==> config.mk <==
export PLATFORM = sky130hd
export DESIGN_NAME = ioca_decoder
export DESIGN_NICKNAME = d
export VERILOG_FILES = /design/src/ioca_pkg.sv /design/src/ioca_decoder.sv
export VERILOG_INCLUDE_DIRS = /design/src
export SDC_FILE = /design/constraint.sdc
export NUM_CORES = 1
export LEC_CHECK = 0
export BUFFER_PORTS_ARGS = -buffer_cell sky130_fd_sc_hd__buf_2
export CORE_MARGIN = 5
export CORE_UTILIZATION = 45
export CTS_CLUSTER_DIAMETER = 120
export CTS_CLUSTER_SIZE = 10
export DETAILED_ROUTE_END_ITERATION = 16
export PLACE_DENSITY = 0.77
export SETUP_SLACK_MARGIN = 0.5
export SYNTH_ARGS = -nofsm -noshare
export SYNTH_HDL_FRONTEND = slang
export SYNTH_SLANG_ARGS = --single-unit
==> constraint.sdc <==
create_clock -name clk_sys -period 2.5 [get_ports clk_sys]
set_clock_uncertainty 0.15 [all_clocks]
set_input_delay 0.125 -clock clk_sys [delete_from_list [all_inputs] [get_ports clk_sys]]
set_output_delay 0.125 -clock clk_sys [all_outputs]
set_load 0.02 [all_outputs]
==> src/ioca_defines.svh <==
`ifndef IOCA_DEFINES_SVH
`define IOCA_DEFINES_SVH

// I/O addresses of the index and data window registers
`define IOCA_INDEX_ADDR      16'h0CF8
`define IOCA_DATA_ADDR       16'h0CFC
`define IOCA_INDEX_RESET     32'h0000_0000
// Index register field positions
`define IOCA_EN_BIT          31
`define IOCA_BUS_HI          23
`define IOCA_BUS_LO          16
`define IOCA_DEV_HI          15
`define IOCA_DEV_LO          11
`define IOCA_FUN_HI          10
`define IOCA_FUN_LO          8
`define IOCA_REG_HI          7
`define IOCA_REG_LO          2
// Writable bits of the index register; reserved bits stay zero
`define IOCA_INDEX_MASK      32'h80FF_FFFC
// Internal devices on bus zero and functions they answer
`define IOCA_DEV_HOST        5'h00
`define IOCA_DEV_PORT        5'h01
`define IOCA_DEV_LAST_INT    5'h02
`define IOCA_FUN_LAST_INT    3'h1
// Full doubleword byte enables
`define IOCA_BE_DWORD        4'hF

`endif

==> src/ioca_pkg.sv <==
package ioca_pkg;

	// Processor I/O cycle as seen by the hub
	typedef struct packed {
		logic        valid;
		logic        write;
		logic [15:0] addr;
		logic [3:0]  byte_en;
		logic [31:0] wdata;
	} ioca_io_req_type;

	// Where a cycle is sent
	typedef enum logic [6:0] {
		IOCA_TGT_NONE    = 7'b0000001,
		IOCA_TGT_INT     = 7'b0000010,
		IOCA_TGT_HUB_T0  = 7'b0000100,
		IOCA_TGT_HUB_T1  = 7'b0001000,
		IOCA_TGT_PCIE_T0 = 7'b0010000,
		IOCA_TGT_PCIE_T1 = 7'b0100000,
		IOCA_TGT_ABORT   = 7'b1000000
	} ioca_target_type;

	// Configuration request handed to the chosen path
	typedef struct packed {
		logic        valid;
		logic        write;
		logic [7:0]  bus;
		logic [4:0]  dev;
		logic [2:0]  fun;
		logic [5:0]  regnum;
		logic [3:0]  byte_en;
		logic [31:0] wdata;
	} ioca_cfg_req_type;

	// Ordinary I/O cycle passed down the hub link
	typedef struct packed {
		logic        valid;
		logic        write;
		logic [15:0] addr;
		logic [3:0]  byte_en;
		logic [31:0] wdata;
	} ioca_io_fwd_type;

endpackage

==> src/ioca_decoder.sv <==
`timescale 1ns/1ns
`include "ioca_defines.svh"
module ioca_decoder
#(
	parameter int N_INT_DEV = `IOCA_DEV_LAST_INT + 1,
	parameter int N_INT_FUN = `IOCA_FUN_LAST_INT + 1
)
(
	input  wire logic                     clk_sys,
	input  wire logic                     rst_b,
	input  wire ioca_pkg::ioca_io_req_type io_req,
	input  wire logic [7:0]               port_secondary_bus,
	input  wire logic [7:0]               port_subordinate_bus,
	output logic                          io_rd_valid,
	output logic [31:0]                   io_rdata,
	output logic                          cfg_en,
	output ioca_pkg::ioca_target_type     cfg_target,
	output ioca_pkg::ioca_cfg_req_type    cfg_req,
	output logic [31:0]                   hub_cfg_addr,
	output logic [31:0]                   pcie_hdr_dw2,
	output ioca_pkg::ioca_io_fwd_type     io_fwd
);
	import ioca_pkg::*;

	// ----------------------------------------------------------------
	// Elaboration checks
	// ----------------------------------------------------------------
	// The host bridge and port bridge are always internal, and the
	// device and function fields are five and three bits wide.
	generate
		if (N_INT_DEV < 2 || N_INT_DEV > 32)
		begin : g_bad_dev_count
			$error("N_INT_DEV must lie in 2..32");
		end
		if (N_INT_FUN < 1 || N_INT_FUN > 8)
		begin : g_bad_fun_count
			$error("N_INT_FUN must lie in 1..8");
		end
		if (`IOCA_DEV_HOST >= N_INT_DEV || `IOCA_DEV_PORT >= N_INT_DEV)
		begin : g_bad_bridge_dev
			$error("Bridge devices must be internal");
		end
		if (`IOCA_BUS_HI - `IOCA_BUS_LO != 7)
		begin : g_bad_bus_field
			$error("Bus field must be 8 bits");
		end
		if (`IOCA_DEV_HI - `IOCA_DEV_LO != 4)
		begin : g_bad_dev_field
			$error("Device field must be 5 bits");
		end
		if (`IOCA_FUN_HI - `IOCA_FUN_LO != 2)
		begin : g_bad_fun_field
			$error("Function field must be 3 bits");
		end
		if (`IOCA_REG_HI - `IOCA_REG_LO != 5)
		begin : g_bad_reg_field
			$error("Register field must be 6 bits");
		end
		if (`IOCA_REG_LO != 2)
		begin : g_bad_reg_align
			$error("Register field must start at bit 2");
		end
		if (`IOCA_BUS_LO != `IOCA_DEV_HI + 1 || `IOCA_DEV_LO != `IOCA_FUN_HI + 1
			|| `IOCA_FUN_LO != `IOCA_REG_HI + 1)
		begin : g_bad_field_gap
			$error("Index fields must be contiguous");
		end
		if (`IOCA_EN_BIT <= `IOCA_BUS_HI || `IOCA_EN_BIT > 31)
		begin : g_bad_enable_bit
			$error("Enable bit must sit above the bus field");
		end
		if (((`IOCA_INDEX_MASK >> `IOCA_EN_BIT) & 32'h1) == 32'h0)
		begin : g_bad_mask
			$error("Enable bit must be writable");
		end
		if ((`IOCA_INDEX_RESET & ~`IOCA_INDEX_MASK) != 32'h0)
		begin : g_bad_reset
			$error("Reset value must not set reserved bits");
		end
		if (`IOCA_BE_DWORD != 4'hF)
		begin : g_bad_dword_be
			$error("Doubleword byte enables must be all ones");
		end
		if (`IOCA_INDEX_ADDR == `IOCA_DATA_ADDR)
		begin : g_bad_addr
			$error("Index and data addresses must differ");
		end
		if ((`IOCA_INDEX_ADDR & 16'h0003) != 16'h0000)
		begin : g_bad_addr_align
			$error("Index address must be doubleword aligned");
		end
	endgenerate

	// ----------------------------------------------------------------
	// Index field extraction
	// ----------------------------------------------------------------
	function automatic logic [7:0] f_bus(input logic [31:0] idx);
		f_bus = idx[`IOCA_BUS_HI:`IOCA_BUS_LO];
	endfunction

	function automatic logic [4:0] f_dev(input logic [31:0] idx);
		f_dev = idx[`IOCA_DEV_HI:`IOCA_DEV_LO];
	endfunction

	function automatic logic [2:0] f_fun(input logic [31:0] idx);
		f_fun = idx[`IOCA_FUN_HI:`IOCA_FUN_LO];
	endfunction

	function automatic logic [5:0] f_reg(input logic [31:0] idx);
		f_reg = idx[`IOCA_REG_HI:`IOCA_REG_LO];
	endfunction

	// ----------------------------------------------------------------
	// Decode helpers
	// ----------------------------------------------------------------
	function automatic logic is_dword(input logic [3:0] be);
		is_dword = (be == `IOCA_BE_DWORD);
	endfunction

	function automatic ioca_target_type route(input logic [31:0] idx,
		input logic [7:0] sec, input logic [7:0] sub, input logic int_dev);
		logic [7:0] bus;
		logic [4:0] dev;
		logic [2:0] fun;
		bus = f_bus(idx);
		dev = f_dev(idx);
		fun = f_fun(idx);
		if (bus == 8'h00)
		begin
			if (int_dev)
				route = (fun < N_INT_FUN) ? IOCA_TGT_INT
					: IOCA_TGT_NONE;
			else
				route = IOCA_TGT_HUB_T0;
		end
		else if (bus == sec)
			route = (dev == 5'h00) ? IOCA_TGT_PCIE_T0 : IOCA_TGT_ABORT;
		else if (bus > sec && bus <= sub)
			route = IOCA_TGT_PCIE_T1;
		else
			route = IOCA_TGT_HUB_T1;
	endfunction

	// ----------------------------------------------------------------
	// Input capture
	// ----------------------------------------------------------------
	// The requester runs on clk_sys, so its cycle is registered once to
	// keep every output a plain flip-flop and the decode off the output path.
	logic [31:0] index_reg;
	logic        hit_index;
	logic        hit_data;
	logic        index_dw;

	assign hit_index = io_req.valid && io_req.addr == `IOCA_INDEX_ADDR;
	assign hit_data  = io_req.valid && io_req.addr == `IOCA_DATA_ADDR;
	assign index_dw  = hit_index && is_dword(io_req.byte_en);

	// ----------------------------------------------------------------
	// Internal device match on bus zero
	// ----------------------------------------------------------------
	// One comparator per internal device number; widening N_INT_DEV
	// adds devices without touching the route function.
	logic [N_INT_DEV-1:0] int_dev_hit;
	logic                 int_dev_any;

	genvar gi;
	generate
		for (gi = 0; gi < N_INT_DEV; gi++)
		begin : g_int_dev
			assign int_dev_hit[gi] = (f_dev(index_reg) == 5'(gi));
		end
	endgenerate

	assign int_dev_any = |int_dev_hit;

	// ----------------------------------------------------------------
	// Index register
	// ----------------------------------------------------------------
	// Only a full doubleword write moves the index; a narrower write to
	// the same address belongs to the hub link and must leave it alone.
	logic [31:0] next_index;

	always_comb
	begin
		next_index = index_reg;
		if (index_dw && io_req.write)
			next_index = io_req.wdata & `IOCA_INDEX_MASK;
	end

	always_ff @(posedge clk_sys or negedge rst_b)
	begin
		if (!rst_b)
			index_reg <= `IOCA_INDEX_RESET;
		else
			index_reg <= next_index;
	end

	// ----------------------------------------------------------------
	// Read answer for the index register
	// ----------------------------------------------------------------
	logic        next_rd_valid;
	logic [31:0] next_rdata;

	always_comb
	begin
		next_rd_valid = index_dw && !io_req.write;
		next_rdata    = next_rd_valid ? index_reg : 32'h0000_0000;
	end

	always_ff @(posedge clk_sys or negedge rst_b)
	begin
		if (!rst_b)
			io_rd_valid <= 1'b0;
		else
			io_rd_valid <= next_rd_valid;
	end

	// Zero outside a read answer, so a stale index never lingers on the bus
	always_ff @(posedge clk_sys or negedge rst_b)
	begin
		if (!rst_b)
			io_rdata <= 32'h0000_0000;
		else
			io_rdata <= next_rdata;
	end

	// ----------------------------------------------------------------
	// Configuration request through the data window
	// ----------------------------------------------------------------
	logic cfg_go;
	assign cfg_go = hit_data && index_reg[`IOCA_EN_BIT];

	// Target and fields are latched with the strobe, so the path that takes
	// the request sees one consistent index even if it is rewritten at once.
	ioca_target_type next_target;

	always_comb
	begin
		next_target = IOCA_TGT_NONE;
		if (cfg_go)
			next_target = route(index_reg, port_secondary_bus, port_subordinate_bus,
				int_dev_any);
	end

	always_ff @(posedge clk_sys or negedge rst_b)
	begin
		if (!rst_b)
		begin
			cfg_en     <= 1'b0;
			cfg_target <= IOCA_TGT_NONE;
			cfg_req    <= '0;
		end
		else
		begin
			cfg_en             <= index_reg[`IOCA_EN_BIT];
			cfg_target         <= next_target;
			cfg_req.valid      <= cfg_go;
			cfg_req.write      <= io_req.write;
			cfg_req.bus        <= index_reg[`IOCA_BUS_HI:`IOCA_BUS_LO];
			cfg_req.dev        <= index_reg[`IOCA_DEV_HI:`IOCA_DEV_LO];
			cfg_req.fun        <= index_reg[`IOCA_FUN_HI:`IOCA_FUN_LO];
			cfg_req.regnum     <= index_reg[`IOCA_REG_HI:`IOCA_REG_LO];
			cfg_req.byte_en    <= io_req.byte_en;
			cfg_req.wdata      <= io_req.wdata;
		end
	end

	// ----------------------------------------------------------------
	// Address and header field mapping
	// ----------------------------------------------------------------
	// Hub link address: the bus byte only matters for Type 1 cycles;
	// a Type 0 cycle carries bus zero there, which is the field itself.
	always_ff @(posedge clk_sys or negedge rst_b)
	begin
		if (!rst_b)
			hub_cfg_addr <= 32'h0000_0000;
		else if (cfg_go)
			hub_cfg_addr <= {8'h00,
				f_bus(index_reg),
				f_dev(index_reg),
				f_fun(index_reg),
				f_reg(index_reg), 2'b00};
	end

	// Express header bytes packed as [23:16] byte 8 bus,
	// [15:8] byte 6 device and function, [7:0] byte 7 register.
	// Holding them here lets the link side build the header with no
	// second look at the index, which may already have been rewritten.
	always_ff @(posedge clk_sys or negedge rst_b)
	begin
		if (!rst_b)
			pcie_hdr_dw2 <= 32'h0000_0000;
		else if (cfg_go)
			pcie_hdr_dw2 <= {8'h00,
				f_bus(index_reg),
				f_dev(index_reg),
				f_fun(index_reg),
				f_reg(index_reg), 2'b00};
	end

	// ----------------------------------------------------------------
	// Ordinary I/O pass-through to the hub link
	// ----------------------------------------------------------------
	// Partial index accesses and data accesses while disabled go down as
	// plain I/O; other addresses are outside this block's decode.
	logic fwd_go;
	assign fwd_go = (hit_index && !is_dword(io_req.byte_en))
		|| (hit_data && !index_reg[`IOCA_EN_BIT]);

	always_ff @(posedge clk_sys or negedge rst_b)
	begin
		if (!rst_b)
			io_fwd <= '0;
		else
		begin
			io_fwd.valid   <= fwd_go;
			io_fwd.write   <= io_req.write;
			io_fwd.addr    <= io_req.addr;
			io_fwd.byte_en <= io_req.byte_en;
			io_fwd.wdata   <= io_req.wdata;
		end
	end

endmodule

# After elaboration in Yosys (flattened, before gate mapping)
# Cells that the tools add are included.
# word_totals
regBits,163
input_bits,72
output_inout_bits,219
word_cells,49
# classes
n_lt_le_gt_ge,3
eq_ne,6
n_mux,8
reduce_logical,16
# op_table
operator,n
== test 16 x 12 -> 1 bit (second input constant),2
2-to-1 mux 32 bit,1
2-to-1 mux 7 bit,4
logical AND 1 bit,9
== test 8 bit,1
greater-than comparator 8 bit,1
less-or-equal comparator 8 bit,1
logical NOT 8 bit,1
2-to-1 mux 6 bit,1
== test 5 x 1 -> 1 bit (second input constant),1
== test 5 x 2 -> 1 bit (second input constant),1
logical NOT 5 bit,1
== test 4 bit (second input constant),1
logical NOT 1 bit,3
< comparator 3 x 2 -> 1 bit (second input constant),1
2-to-1 mux 3 bit,1
OR reduction 3 bit,1
2-to-1 mux 2 bit,1
logical OR 1 bit,1

# Longest topological paths before layout
# logic_depth
ltp_word,6
depth_mapped,7
depth_no_buf,7

# Worst setup path after synthesis
# No wires, ideal clock.
# synth_path
kind,input -> register
start,in io_req[48] (netlist name)
end,reg pcie_hdr_dw2[9]
setup_time_ns,0.127
arrival_ns,1.640
required_ns,2.223
setup_slack_ns,0.582
path_stages,6
path_buffers,2
cell_sequence,or4_4 > nor4_4 > and3_1 > buf_4 > buf_6 > mux2_1
# synth_between
elab_chain_cells,3
# synth_lines
element,line_no,rtl
"start, declared",ioca_decoder.sv:11,"input wire ioca_pkg::ioca_io_req_type io_req,"
== test 16 x 12 -> 1 bit (no line),--,
logical AND 1 bit (no line),--,
logical AND 1 bit,ioca_decoder.sv:231,assign cfg_go = hit_data && index_reg[`IOCA_EN_BIT];
"end signal, assigned",ioca_decoder.sv:294,"pcie_hdr_dw2 <= {8'h00,"
"end, declared",ioca_decoder.sv:20,"output logic [31:0] pcie_hdr_dw2,"
# No other way between the ends.
# A chain may end at the register's enable or synchronous reset.

# Final worst setup path
# layout_path
start,in io_req[39] (netlist name)
end,reg pcie_hdr_dw2[18]
# Same word-level chain as after synthesis.

==> flow_summary.rst <==
.. list-table::
   :header-rows: 1

   * - Metric
     - Value
   * - Final Cycle Share
     - 0.789
   * - R2R Path Start
     - index_reg[17]
   * - Clock Latency Late Sink
     - just over 0.4 ns
   * - Setup Viol. Count Final
     - 0
   * - Psw
     - 1270 uW
   * - Cell area reported after detailed placement
     - 6830 um^2
   * - Critical-path cell list
     - dlygate4sd3_1, buf_2, nand4_1, nor4_4, and3_4, clkbuf_16, buf_6, mux2_1
   * - H-tree levels
     - 4
   * - Largest cells by area after synthesis
     - sky130_fd_sc_hd__dfrtp_1, sky130_fd_sc_hd__buf_4, sky130_fd_sc_hd__mux2_2, sky130_fd_sc_hd__ha_1, sky130_fd_sc_hd__mux2_1
   * - Simple-gate share of the synthesized area
     - 0.0673
   * - Switching portion of total power
     - 0.227
   * - WL final
     - about 15 mm
   * - Design area
     - 8150 um^2
   * - Clk sink count
     - 154
   * - Final period demand of the worst path
     - 1.97 ns
   * - Cell Int Power
     - 4320 uW
   * - P_leak
     - 0.00464 uW
   * - Total power per unit cell area
     - 686 nW/um^2
   * - Maximum capacitance violations
     - 0
   * - DRC violation count after routing
     - 0
   * - Cell at the slowest stage of the critical path
     - sky130_fd_sc_hd__dlygate4sd3_1
   * - Crit Path Class
     - input pin to flip-flop
   * - N_diodes
     - 0
   * - Largest register FFs
     - 54
   * - Floorplan die height
     - 124 um
   * - First-pass GRT wire length
     - 21.5 mm
   * - Share of layout cells above drive strength 1
     - 0.503
   * - Overall fraction of global-route tracks in use
     - 0.189
   * - HPWL after detailed placement
     - ~10 mm
   * - Fraction of power consumed by the clock network
     - 0.465
   * - Post-synthesis average cell area
     - 14.5 um^2
   * - Number of nets in the layout
     - approximately 780
   * - Register name with the most flops
     - io_fwd
   * - Via count
     - around 3,900
   * - Share of synthesized area occupied by flip-flops and latches
     - 0.662
   * - Post-layout util
     - 0.644
   * - Clock-pin slew reported for the worst setup and hold paths after clock tree synthesis
     - 0.06 ns
   * - 1st-pass router iterations
     - 4
   * - Number of global-route vias before repair
     - 4,142
   * - Unique cell type count in the Yosys netlist
     - 36
   * - Synth top area share
     - 0.658
   * - Gate count after technology mapping
     - between 400 and 500
   * - Highest clock rate
     - 507 MHz
   * - DR WL met3
     - about 1.2 mm
   * - Maximum fanout encountered on the critical timing path
     - 8
   * - Kind of end point of the critical path
     - flip-flop
   * - Number of register bits inferred by synthesis
     - 154
   * - Final count of hold timing violations
     - 0
   * - Port bufs
     - around 260
   * - Die outline area
     - 15,300 um^2
   * - Number of antenna violations at the first check in global routing
     - 0
   * - Combinational fraction of design power
     - 0.078
   * - Adder-cell share of the synthesized area
     - 0.0344
   * - Std cell rows
     - 41
   * - Fill cell total of the finished layout
     - 952
   * - Wirelength per Cell
     - between 15 and 20 um
   * - Max Transition Viols Final
     - 0
   * - Worst hold slack after final layout
     - 0.0768 ns
   * - Capturing point of the worst reg2reg path
     - cfg_target[5]
   * - R2R depth
     - 6
   * - Maximum VDD drop
     - 0.000391 V
   * - Iteration-0 DRC count of the detailed router
     - 98
   * - RSZ-0062 raised after global routing
     - false
   * - Sequential fraction of design power
     - 0.457
   * - Initial Utilization
     - 0.459
   * - CP arrival
     - 2.11 ns
   * - XOR/XNOR Fraction of Synth Area
     - 0
   * - Standard cell core area
     - between 10,000 and 15,000 um^2
   * - Data required, critical path
     - about 2.6 ns
   * - Share of synthesized area spent on multiplexers
     - 0.0870
   * - Layout overhead on the synthesized area
     - 40.1%
   * - Placer congestion estimate
     - roughly 0.83
   * - Maximum cell stage delay along the critical path
     - around 0.54 ns
   * - Number of buffers on the longest clock path
     - 2
   * - Wire length on met1
     - 5.45 mm
   * - Root buffer cell
     - sky130_fd_sc_hd__clkbuf_16
   * - Run status
     - finished, final reports clean
   * - Warnings, synthesis
     - 0
   * - Die Width
     - roughly 120 um
   * - Type of the tightest min-delay check
     - input pin to asynchronous set/reset pin
   * - Compound-Gate Fraction of Synth Area
     - 0.0163
   * - Remaining global-route overflow
     - 0
   * - Maximum number of pins on one net before global-route repair
     - just under 60
   * - Highest metal layer with signal wires
     - met4
   * - Mapped Area
     - 5820 um^2
   * - Drt via density
     - about 4.5
   * - CTS tree
     - built
   * - Register-to-register setup slack
     - 0.59 ns
   * - Amount of wire on met2 after detailed routing
     - about 8.1 mm
   * - I/O pin count
     - 291
   * - CP startpoint kind
     - input pin
   * - Setup TNS
     - 0 ns
   * - Number of buffers inserted during clock tree synthesis
     - 17
   * - Combinational family with the most area after synthesis
     - buffers and inverters
   * - Count of antenna-violating nets left after detailed routing
     - 0
   * - Biggest area consumer among synthesized cells
     - sky130_fd_sc_hd__dfrtp_1
==> critical path, delay by kind of cell <==
kind,cells,cell delay [ns]
buf+inv,4,0.96
mux,1,0.31
simple gates,3,0.73
==> routing by layer <==
metal  vias up  global-route usage
li1       1801                   -
met1      1940               0.198
met2       180               0.350
met3        21              0.0631
met4         0              0.0692
met5         -                   0
==> cell families after synthesis <==
family	after synthesis
DFF	154
AOI/OAI and AO/OA	16
adders and majority gates	16
and+or+nand+nor	59
other	1
buffers and inverters	111
muxes	45
==> cell usage in the layout (no fill, tap or decap), types with 2 or more instances in the layout <==
cell                              n
sky130_fd_sc_hd__nor4_1           2
sky130_fd_sc_hd__dlygate4sd3_1   55
sky130_fd_sc_hd__mux2_2          28
sky130_fd_sc_hd__clkbuf_1         2
sky130_fd_sc_hd__a21oi_1          9
sky130_fd_sc_hd__or3_1            3
sky130_fd_sc_hd__nor2_1           3
sky130_fd_sc_hd__buf_6            2
sky130_fd_sc_hd__nor3_2           2
sky130_fd_sc_hd__dfrtp_1        151
sky130_fd_sc_hd__inv_1           15
sky130_fd_sc_hd__ha_1            16
sky130_fd_sc_hd__o21ai_0          2
sky130_fd_sc_hd__and2_1          23
sky130_fd_sc_hd__nor2b_1          2
sky130_fd_sc_hd__bufinv_16        3
sky130_fd_sc_hd__conb_1          29
sky130_fd_sc_hd__buf_12           2
sky130_fd_sc_hd__dfrtp_2          2
sky130_fd_sc_hd__nand4_1          5
sky130_fd_sc_hd__mux2_1          17
sky130_fd_sc_hd__nand2_1          6
sky130_fd_sc_hd__inv_6            2
sky130_fd_sc_hd__clkinv_2         4
sky130_fd_sc_hd__clkbuf_8         2
sky130_fd_sc_hd__clkbuf_16       19
sky130_fd_sc_hd__buf_4           13
sky130_fd_sc_hd__clkinvlp_4       2
sky130_fd_sc_hd__buf_2          260
==> power groups by stage <==
stage               registers, uW  clock network [uW]  logic [uW]
floorplan                    2660                   0         180
global placement             2600                   0         362
detailed placement           2600                   0         368
CTS                          2560                2640         434
global route                 2560                2760         475
finish                       2560                2600         438
==> synth_stat cells <==
library cell,count
sky130_fd_sc_hd__a2111o_1,1
sky130_fd_sc_hd__a211oi_1,1
sky130_fd_sc_hd__a21oi_1,9
sky130_fd_sc_hd__and2_1,23
sky130_fd_sc_hd__and3_1,1
sky130_fd_sc_hd__and4b_1,1
sky130_fd_sc_hd__buf_2,3
sky130_fd_sc_hd__buf_4,89
sky130_fd_sc_hd__buf_6,2
sky130_fd_sc_hd__clkbuf_1,1
sky130_fd_sc_hd__conb_1,1
sky130_fd_sc_hd__dfrtp_1,153
sky130_fd_sc_hd__dfstp_2,1
sky130_fd_sc_hd__ha_1,16
sky130_fd_sc_hd__inv_1,16
sky130_fd_sc_hd__mux2_1,17
sky130_fd_sc_hd__mux2_2,28
sky130_fd_sc_hd__nand2_1,7
sky130_fd_sc_hd__nand3_1,1
sky130_fd_sc_hd__nand3_2,1
sky130_fd_sc_hd__nand4_1,5
sky130_fd_sc_hd__nand4bb_1,2
sky130_fd_sc_hd__nor2_1,4
sky130_fd_sc_hd__nor2b_1,2
sky130_fd_sc_hd__nor3_1,2
sky130_fd_sc_hd__nor3b_1,1
sky130_fd_sc_hd__nor3b_2,1
sky130_fd_sc_hd__nor4_1,2
sky130_fd_sc_hd__nor4_4,1
sky130_fd_sc_hd__nor4b_2,1
sky130_fd_sc_hd__o211ai_1,1
sky130_fd_sc_hd__o21ai_0,2
sky130_fd_sc_hd__o21bai_1,1
sky130_fd_sc_hd__o22ai_1,1
sky130_fd_sc_hd__or3_1,3
sky130_fd_sc_hd__or4_4,1
==> stage by stage <==
stage	total power [uW]	cells	worst slack, ns
2_1_floorplan	2840	430	0.582
3_3_place_gp	2960	776	0.430
3_5_place_dp	2970	776	0.380
4_1_cts	5630	864	0.520
5_1_grt	5800	874	0.481
6_report	5590	874	0.529
==> worst max-delay path by stage <==
| stage | from | endpoint | slack (ns) | cells after the start |
|---|---|---|---|---|
| 2_1_floorplan | io_req[48] | pcie_hdr_dw2[9] | 0.58 | 6 |
| 3_3_place_gp | io_req[48] | pcie_hdr_dw2[6] | 0.43 | 6 |
| 3_5_place_dp | io_req[48] | pcie_hdr_dw2[3] | 0.38 | 6 |
| 4_1_cts | io_req[42] | pcie_hdr_dw2[23] | 0.52 | 7 |
| 5_1_grt | io_req[40] | pcie_hdr_dw2[18] | 0.48 | 8 |
| 6_report | io_req[39] | pcie_hdr_dw2[18] | 0.53 | 8 |
==> area by class of cell <==
type	instances	area, um^2	area share
Sequential cell	154	3860	0.473
Multi-Input combinational cell	165	1340	0.165
Clock inverter	11	143	0.0175
Tap cell	172	215	0.0264
Inverter	16	60.1	0.00737
Timing Repair Buffer	335	2070	0.254
Clock buffer	21	460	0.0565
==> timing repair <==
| action | 4_1_cts | 5_1_grt |
|---|---|---|
| endpoints found under the setup margin | 0 | 27 |
| hold buffers | 56 | 0 |
| gates resized for setup | 0 | 14 |
| hold endpoints to repair | 233 | 0 |
| buffers inserted | 0 | 8 |
(Power assumes the default switching activity.)
